==> src/inc/psa_map.svh <==
// Offsets, field positions, reset values and masks of the program space access unit
// Assumes a 32-bit Avalon-MM slave with byte addresses and one aligned word per register
`ifndef PSA_MAP_SVH
`define PSA_MAP_SVH

`define PSA_ADDR_TABLE_PAGE 5'h00
`define PSA_ADDR_VIS_PAGE   5'h04
`define PSA_ADDR_CORE_CTRL  5'h08
`define PSA_ADDR_STATUS     5'h0C
`define PSA_ADDR_PC         5'h10

`define PSA_RST_PAGE        8'h00
`define PSA_RST_PC          24'h000000
`define PSA_VIS_EN_BIT      2
`define PSA_CFG_BIT         7
`define PSA_EA_MSB          15
`define PSA_PC_STEP         24'h000002

`define PSA_MASK_NONE       3'h0
`define PSA_MASK_LOW_BYTE   3'h1
`define PSA_MASK_MID_BYTE   3'h2
`define PSA_MASK_LOW_WORD   3'h3
`define PSA_MASK_HIGH       3'h4

`endif

==> src/inc/psa_pkg.sv <==
// Types of the program space access unit
// Assumes psa_map.svh supplies the numeric constants
package psa_pkg;

  typedef enum logic [4:0] {
    PSA_IDLE   = 5'h01,
    PSA_ISSUE  = 5'h02,
    PSA_SECOND = 5'h04,
    PSA_CAPT   = 5'h08,
    PSA_WDONE  = 5'h10
  } psa_fsm_e;

  typedef enum logic [2:0] {
    PSA_DATA_READ        = 3'h0,
    PSA_DATA_WRITE       = 3'h1,
    PSA_TABLE_READ_LOW   = 3'h2,
    PSA_TABLE_READ_HIGH  = 3'h3,
    PSA_TABLE_WRITE_LOW  = 3'h4,
    PSA_TABLE_WRITE_HIGH = 3'h5
  } psa_op_e;

  typedef enum logic {
    PSA_LIT_BRANCH  = 1'b0,
    PSA_LIT_DISABLE = 1'b1
  } psa_lit_e;

  typedef struct packed {
    psa_fsm_e    fsm;
    psa_op_e     op;
    logic        byte_mode;
    logic        vis;
    logic [15:0] ea;
    logic [7:0]  table_page;
    logic [7:0]  visibility_page;
    logic        visibility_enable;
    logic        av_wait;
    logic [31:0] av_rdata;
    logic [23:0] pm_addr;
    logic        pm_rd;
    logic        pm_wr;
    logic [23:0] pm_wdata;
    logic [2:0]  pm_wmask;
    logic        pm_cfg;
    logic        done;
    logic        data_space;
    logic        refused;
    logic [15:0] rdata;
    logic        cfg_last;
    logic [23:0] program_counter;
    logic [13:0] disable_count;
  } psa_state_s;

endpackage : psa_pkg

==> src/design/psa_lane.sv <==
// Read data steering from a 24-bit program word onto a 16-bit data word
// Assumes the caller supplies the fetched word and the byte select from EA bit 0
`timescale 1ns/1ns
module psa_lane
  import psa_pkg::*;
(
  input  wire logic [23:0] word,
  input  wire logic        high_word,
  input  wire logic        byte_mode,
  input  wire logic        byte_sel,
  output logic      [15:0] data
);

  always_comb begin
    data = 16'h0000;
    if (!high_word) begin
      if (!byte_mode) begin
        data = word[15:0];
      end else if (byte_sel) begin
        data = {8'h00, word[15:8]};
      end else begin
        data = {8'h00, word[7:0]};
      end
    end else begin
      if (!byte_mode) begin
        data = {8'h00, word[23:16]};
      end else if (byte_sel) begin
        data = 16'h0000;
      end else begin
        data = {8'h00, word[23:16]};
      end
    end
  end

endmodule : psa_lane

==> src/design/psa_top.sv <==
// Program space access unit: table and visibility paths into 24-bit program memory
// Assumes program memory returns read data the cycle after pm_rd and writes on pm_wr
`timescale 1ns/1ns
`include "psa_map.svh"
module psa_top
  import psa_pkg::*;
(
  input  wire logic        clk,
  input  wire logic        rst,
  input  wire logic [4:0]  avs_address,
  input  wire logic        avs_read,
  input  wire logic        avs_write,
  input  wire logic [31:0] avs_writedata,
  input  wire logic [3:0]  avs_byteenable,
  output logic      [31:0] avs_readdata,
  output logic             avs_waitrequest,
  input  wire logic        core_req,
  input  wire logic [2:0]  core_op,
  input  wire logic        core_byte,
  input  wire logic [15:0] core_ea_base,
  input  wire logic        core_indexed,
  input  wire logic [15:0] core_offset,
  input  wire logic [15:0] core_wdata,
  output logic             core_done,
  output logic      [15:0] core_rdata,
  output logic             core_data_space,
  output logic             core_refused,
  input  wire logic        pc_step,
  input  wire logic        lit_valid,
  input  wire logic        lit_kind,
  input  wire logic [15:0] lit_field,
  output logic      [23:0] program_counter,
  output logic      [13:0] disable_count,
  output logic      [23:0] pm_addr,
  output logic             pm_rd,
  output logic             pm_wr,
  output logic      [23:0] pm_wdata,
  output logic      [2:0]  pm_wmask,
  output logic             pm_cfg,
  input  wire logic [23:0] pm_rdata
);

  psa_state_s  st_reg;
  psa_state_s  st_next;
  logic [15:0] lane_data;
  logic [15:0] ea_now;
  logic        vis_hit;
  logic        idle_go;

  // Base plus shared offset when the operand is indexed
  function automatic logic [15:0] calc_ea(input logic [15:0] base,
                                          input logic        indexed,
                                          input logic [15:0] offset);
    logic [15:0] sum;
    sum = base + offset;
    calc_ea = indexed ? sum : base;
  endfunction : calc_ea

  function automatic logic [23:0] table_addr(input logic [7:0]  page,
                                             input logic [15:0] ea);
    table_addr = {page, ea};
  endfunction : table_addr

  function automatic logic [23:0] vis_addr(input logic [7:0]  page,
                                           input logic [15:0] ea);
    vis_addr = {1'b0, page, ea[14:0]};
  endfunction : vis_addr

  // Lane mask in [26:24], lane data in [23:0]
  function automatic logic [26:0] write_lanes(input logic        high,
                                              input logic        byte_mode,
                                              input logic        bsel,
                                              input logic [15:0] wdata);
    logic [26:0] r;
    r = {`PSA_MASK_NONE, 24'h000000};
    if (high) begin
      if (!(byte_mode && bsel)) begin
        r = {`PSA_MASK_HIGH, wdata[7:0], 16'h0000};
      end
    end else if (!byte_mode) begin
      r = {`PSA_MASK_LOW_WORD, 8'h00, wdata};
    end else if (bsel) begin
      r = {`PSA_MASK_MID_BYTE, 8'h00, wdata[7:0], 8'h00};
    end else begin
      r = {`PSA_MASK_LOW_BYTE, 16'h0000, wdata[7:0]};
    end
    write_lanes = r;
  endfunction : write_lanes

  psa_lane u_lane (
    .word      (pm_rdata),
    .high_word (st_reg.op == PSA_TABLE_READ_HIGH),
    .byte_mode (st_reg.byte_mode),
    .byte_sel  (st_reg.ea[0]),
    .data      (lane_data)
  );

  assign ea_now = calc_ea(core_ea_base, core_indexed, core_offset);
  assign vis_hit = st_reg.visibility_enable && ea_now[`PSA_EA_MSB];
  assign idle_go = (st_reg.fsm == PSA_IDLE) && core_req && !st_reg.done;

  always_comb begin
    logic [26:0] wl;
    logic [31:0] rd;
    wl = 27'h0000000;
    rd = 32'h00000000;
    st_next = st_reg;
    st_next.done = 1'b0;
    st_next.data_space = 1'b0;
    st_next.refused = 1'b0;
    st_next.pm_rd = 1'b0;
    st_next.pm_wr = 1'b0;

    // Avalon slave: one wait state, write lands when waitrequest is low
    if (st_reg.av_wait) begin
      if (avs_read || avs_write) begin
        case (avs_address)
          `PSA_ADDR_TABLE_PAGE: rd = {24'h000000, st_reg.table_page};
          `PSA_ADDR_VIS_PAGE:   rd = {24'h000000, st_reg.visibility_page};
          `PSA_ADDR_CORE_CTRL: begin
            rd[`PSA_VIS_EN_BIT] = st_reg.visibility_enable;
          end
          `PSA_ADDR_STATUS:     rd = {30'h00000000, st_reg.cfg_last,
                                      st_reg.fsm != PSA_IDLE};
          `PSA_ADDR_PC:         rd = {8'h00, st_reg.program_counter};
          default:              rd = 32'h00000000;
        endcase
        st_next.av_wait = 1'b0;
        st_next.av_rdata = rd;
      end
    end else begin
      st_next.av_wait = 1'b1;
      if (avs_write && avs_byteenable[0]) begin
        case (avs_address)
          `PSA_ADDR_TABLE_PAGE: st_next.table_page = avs_writedata[7:0];
          `PSA_ADDR_VIS_PAGE:   st_next.visibility_page = avs_writedata[7:0];
          `PSA_ADDR_CORE_CTRL: begin
            st_next.visibility_enable = avs_writedata[`PSA_VIS_EN_BIT];
          end
          default: st_next.av_wait = 1'b1;
        endcase
      end
    end

    // Program counter: branch literal wins over the sequential step
    if (lit_valid && (lit_kind == PSA_LIT_BRANCH)) begin
      st_next.program_counter = st_reg.program_counter +
                                {{7{lit_field[15]}}, lit_field, 1'b0};
    end else if (pc_step) begin
      st_next.program_counter = st_reg.program_counter + `PSA_PC_STEP;
    end
    if (lit_valid && (lit_kind == PSA_LIT_DISABLE)) begin
      st_next.disable_count = lit_field[13:0];
    end

    case (st_reg.fsm)
      PSA_IDLE: begin
        if (idle_go) begin
          st_next.op = psa_op_e'(core_op);
          st_next.byte_mode = core_byte;
          st_next.ea = ea_now;
          st_next.vis = 1'b0;
          case (core_op)
            PSA_DATA_READ: begin
              if (vis_hit) begin
                st_next.vis = 1'b1;
                st_next.pm_addr = vis_addr(st_reg.visibility_page, ea_now);
                st_next.pm_cfg = 1'b0;
                st_next.pm_rd = 1'b1;
                st_next.fsm = PSA_ISSUE;
              end else begin
                st_next.done = 1'b1;
                st_next.data_space = 1'b1;
              end
            end
            PSA_DATA_WRITE: begin
              st_next.done = 1'b1;
              st_next.refused = vis_hit;
              st_next.data_space = !vis_hit;
            end
            PSA_TABLE_READ_LOW, PSA_TABLE_READ_HIGH: begin
              st_next.pm_addr = table_addr(st_reg.table_page, ea_now);
              st_next.pm_cfg = st_reg.table_page[`PSA_CFG_BIT];
              st_next.cfg_last = st_reg.table_page[`PSA_CFG_BIT];
              st_next.pm_rd = 1'b1;
              st_next.fsm = PSA_ISSUE;
            end
            PSA_TABLE_WRITE_LOW, PSA_TABLE_WRITE_HIGH: begin
              st_next.cfg_last = st_reg.table_page[`PSA_CFG_BIT];
              if (st_reg.table_page[`PSA_CFG_BIT]) begin
                st_next.done = 1'b1;
                st_next.refused = 1'b1;
              end else begin
                wl = write_lanes(core_op == PSA_TABLE_WRITE_HIGH, core_byte,
                                 ea_now[0], core_wdata);
                st_next.pm_addr = table_addr(st_reg.table_page, ea_now);
                st_next.pm_cfg = 1'b0;
                st_next.pm_wmask = wl[26:24];
                st_next.pm_wdata = wl[23:0];
                st_next.pm_wr = 1'b1;
                st_next.fsm = PSA_WDONE;
              end
            end
            default: begin
              st_next.done = 1'b1;
              st_next.refused = 1'b1;
            end
          endcase
        end
      end
      PSA_ISSUE: begin
        st_next.pm_rd = st_reg.vis;
        st_next.fsm = st_reg.vis ? PSA_SECOND : PSA_CAPT;
      end
      PSA_SECOND: begin
        st_next.fsm = PSA_CAPT;
      end
      PSA_CAPT: begin
        st_next.rdata = lane_data;
        st_next.done = 1'b1;
        st_next.fsm = PSA_IDLE;
      end
      PSA_WDONE: begin
        st_next.done = 1'b1;
        st_next.fsm = PSA_IDLE;
      end
      default: begin
        st_next.fsm = PSA_IDLE;
      end
    endcase
  end

  always_ff @(posedge clk) begin
    if (rst) begin
      st_reg <= '{fsm: PSA_IDLE, op: PSA_DATA_READ, table_page: `PSA_RST_PAGE,
                  visibility_page: `PSA_RST_PAGE, av_wait: 1'b1,
                  program_counter: `PSA_RST_PC, default: '0};
    end else begin
      st_reg <= st_next;
    end
  end

  assign avs_readdata    = st_reg.av_rdata;
  assign avs_waitrequest = st_reg.av_wait;
  assign core_done       = st_reg.done;
  assign core_rdata      = st_reg.rdata;
  assign core_data_space = st_reg.data_space;
  assign core_refused    = st_reg.refused;
  assign program_counter = st_reg.program_counter;
  assign disable_count   = st_reg.disable_count;
  assign pm_addr         = st_reg.pm_addr;
  assign pm_rd           = st_reg.pm_rd;
  assign pm_wr           = st_reg.pm_wr;
  assign pm_wdata        = st_reg.pm_wdata;
  assign pm_wmask        = st_reg.pm_wmask;
  assign pm_cfg          = st_reg.pm_cfg;

  logic tbl_rd_go;
  logic tbl_wr_go;
  logic vis_go;
  assign tbl_rd_go = idle_go && ((core_op == PSA_TABLE_READ_LOW) ||
                                 (core_op == PSA_TABLE_READ_HIGH));
  assign tbl_wr_go = idle_go && !st_reg.table_page[`PSA_CFG_BIT] &&
                     ((core_op == PSA_TABLE_WRITE_LOW) || (core_op == PSA_TABLE_WRITE_HIGH));
  assign vis_go = idle_go && (core_op == PSA_DATA_READ) && vis_hit;
endmodule : psa_top

==> config.mk <==
export PLATFORM = sky130hd
export DESIGN_NAME = psa_top
export DESIGN_NICKNAME = d
export VERILOG_FILES = /design/src/inc/psa_pkg.sv /design/src/design/psa_lane.sv /design/src/design/psa_top.sv
export VERILOG_INCLUDE_DIRS = /design/src /design/src/inc
export SDC_FILE = /design/constraint.sdc
export NUM_CORES = 1
export LEC_CHECK = 0
export BUFFER_PORTS_ARGS = -buffer_cell sky130_fd_sc_hd__buf_4
export CAP_MARGIN = 0
export CORE_MARGIN = 2
export CORE_UTILIZATION = 53
export CTS_BUF_LIST = sky130_fd_sc_hd__clkbuf_4 sky130_fd_sc_hd__clkbuf_8 sky130_fd_sc_hd__clkbuf_16
export DETAILED_ROUTE_END_ITERATION = 8
export PLACE_DENSITY = 0.89
export SKIP_CTS_REPAIR_TIMING = 1
export SLEW_MARGIN = 20
export SYNTH_ARGS = -nofsm -noshare
export SYNTH_HDL_FRONTEND = slang
export SYNTH_SLANG_ARGS = --single-unit
==> constraint.sdc <==
create_clock -name clk -period 3.8 [get_ports clk]
set_clock_uncertainty 0.15 [all_clocks]
set_input_delay 0.38 -clock clk [delete_from_list [all_inputs] [get_ports clk]]
set_output_delay 0.38 -clock clk [all_outputs]
set_load 0.01 [all_outputs]
==> qor.csv <==
stage,metric,value,unit
synth,synth_flop_cell,dfxtp_1,
layout,syn_to_final_growth,17.4,%
route,wl_per_cell,17.5,um
die,core_area,18100,um^2
run,drv_cap,0,
synth,synth_top_area_frac,0.330,
die,placementRows,49,
critical_path,crit_chain,buf_4 -> nor2b_1 -> nand2b_1 -> ha_1 -> inv_1 -> fa_1 -> nor2b_1 -> o31a_1 -> o31a_1 -> o2111a_1 -> o2111ai_1 -> a311oi_1 -> or3_1 -> a31oi_1,
pwr,totalPowerFinal,4.44,mW
layout,postLayoutCoreUtil,0.639,
critical_path,cpPeakStageDelay,380,ps
critical_path,critPathRequiredTime,4000,ps
pwr,p_switching,1.17,mW
worst_hold_path,hold_path.class,in -> reg,
clock_tree,numCtsBuffers,17,
clock_tree,clkLatencyLatePin,430,ps
synth,post_synth_inst_count,1211,
route,viasPerCell,5.83,
synth,synthArstFlopShare,0,
status,status,"finished, final reports clean",
critical_path,r2r_setup_slack,650,ps
clock_tree,htree_num_levels,4,
clock_tree,cts.sinks,163,
route,drt_iter0_markers,576,
layout,drive_gt1_frac,0.255,
pwr,ir_worst_vdd,0.000350,V
synth,synth-seq-cells,163,
grt,antenna_found_initial,2,
synth,ys_seq_area_frac,0.330,
timing,rsz0062_at_grt,no,
critical_path,path_max_fanout,5,
pwr,intPower,3.26,mW
clock_tree,clkTransAtPathRegs,60,ps
timing,fin_crit_sh,0.832,
die,die_h,141,um
pwr,pwr-share-seq,0.408,
critical_path,cp_data_arrival_time,3360,ps
route,ant_nets,0,
die,die_w,141,um
synth,synth_area,9880,um^2
timing,tns,0,ps
synth,synth_warnings,0,
layout,fill_cells,1478,
pwr,comb_power_share,0.171,
grt,grt_pass1_wl,42600,um
synth,synth_area_leaders,"dfxtp_1, buf_4, mux2i_1, nand2_1, nor2_1",
route,remaining_drc_errors,0,
pwr,p_sw_frac,0.264,
timing,tightest_slew,961,ps
critical_path,r2r_cells,11,
critical_path,end_kind,flip-flop,
route,via_count,9007,
synth,ys_types,75,
layout,multi_input_area,5320,um^2
layout,fin_nets,1484,
die,die_area,19800,um^2
route,drtPass1Iterations,8,
critical_path,critPathKind,in -> reg,
placed_design,io_buffers,249,
timing,finalCriticalPeriod,3160,ps
clock_tree,cts_tree,built,
grt,grt_max_degree,55,
pwr,clockPowerShare,0.420,
pwr,p_leak,5.07,nW
synth,synth.most_common_cell,dfxtp_1,
pwr,p_per_area,383,nW/um^2
die,start_util,0.545,
critical_path,r2r-start,program_counter[1],
die,io_pins,286,
grt,grt_overflow,0,
synth,synth_edf_count,0,
placed_design,dp_hpwl,19900,um
timing,holdWs,43.7,ps
grt,track_usage,0.266,
critical_path,cp-start-kind,input port,
timing,final-hold-violation-count,0,
layout,seqCellArea,3260,um^2
synth,ys_top_cells_by_count,"dfxtp_1, buf_4, nand2_1",
critical_path,endpoint,program_counter[21],
layout,largest_reg_flops,29,
timing,fmax,316,MHz
timing,slew-limit-headroom,0.354,
timing,setup_viol,0,
placed_design,place.gp.congestion,0.932,
critical_path,cpMaxStageDelayCell,or3_1,
clock_tree,cts_root_buf,clkbuf_16,
critical_path,crit_path_start,lit_kind,
critical_path,timing.rr.end,program_counter[21],
grt,grt_pass1_vias,8512,
synth,yosys.area.top_type,dfxtp_1,
clock_tree,clockBufferDepth,2,
route,drt_wl_total,27000,um
timing,finalMaxSlewViolations,0,
synth,avgSynthCellArea,8.16,um^2
-- critical path: cells and delay by family --
family                   cells  cell delay (ps)
AO/OA/AOI/OAI                6             1570
AND/OR/NAND/NOR              4              850
adder cells (fa/ha/maj)      2              380
buffers and inverters        2              190
-- stage by stage --
step	worst slack, ps	cell area (um^2)	cells
6_report	639	11600	1546
5_1_grt	371	11600	1546
4_1_cts	650	11600	1545
3_5_place_dp	265	11000	1513
3_3_place_gp	354	11000	1513
2_1_floorplan	423	9910	1219
-- worst min path at each step --
| stage | slack [ps] | end | start | depth (start not counted) |
|---|---|---|---|---|
| 2_1_floorplan | 280 | st_reg[181] | st_reg[181] | 2 |
| 5_1_grt | 50 | st_reg[152] | avs_writedata[6] | 3 |
| 6_report | 40 | st_reg[154] | avs_writedata[0] | 3 |
| 3_5_place_dp | 300 | st_reg[182] | st_reg[182] | 2 |
| 4_1_cts | 40 | st_reg[160] | avs_writedata[6] | 3 |
| 3_3_place_gp | 290 | st_reg[180] | st_reg[180] | 2 |
-- cell type report --
| type | instances | area share |
|---|---|---|
| Inverter | 17 | 0.00550 |
| Tap cell | 229 | 0.0247 |
| Antenna cell | 1 | 0.000216 |
| Sequential cell | 163 | 0.281 |
| Timing Repair Buffer | 267 | 0.174 |
| Multi-Input combinational cell | 837 | 0.459 |
| Clock inverter | 7 | 0.0100 |
| Clock buffer | 25 | 0.0456 |
-- power groups by stage --
stage               combinational, mW  sequential (mW)  clock (mW)
floorplan                       0.529             1.83           0
global placement                0.724             1.85           0
detailed placement              0.744             1.85           0
CTS                             0.752             1.81        1.88
global route                    0.826             1.82        1.95
finish                          0.760             1.81        1.86
-- layout by cell type, fill, tap and decap left out, types with 22 or more instances in the layout --
cell type  Yosys  routed
nand3_1       31      31
nor3_1        36      36
o21ai_0       41      40
buf_4        138     266
a22oi_1       45      45
mux2i_1       54      54
nor2b_1       22      22
nor2_1       125     124
a21oi_1       71      71
dfxtp_1      163     163
ha_1          37      37
nand2_1      126     126
-- routing by layer --
layer,global-route usage,part of all wire
met5,0,0.00059
met2,0.433,0.47
met4,0.132,0.043
met3,0.0653,0.075
met1,0.331,0.41
-- cells by family (layout without fill, tap and decap cells) --
logic type,count (synthesis),in the layout,synth area share
and+or+nand+nor,423,423,0.201
AOI/OAI and AO/OA,276,276,0.190
buffers and inverters,219,316,0.137
DFF,163,163,0.330
muxes,68,68,0.0718
adders and majority gates,39,39,0.0509
xor gates and xnor gates,22,22,0.0195
other,1,10,0.000379
(Power assumes the default switching activity.)
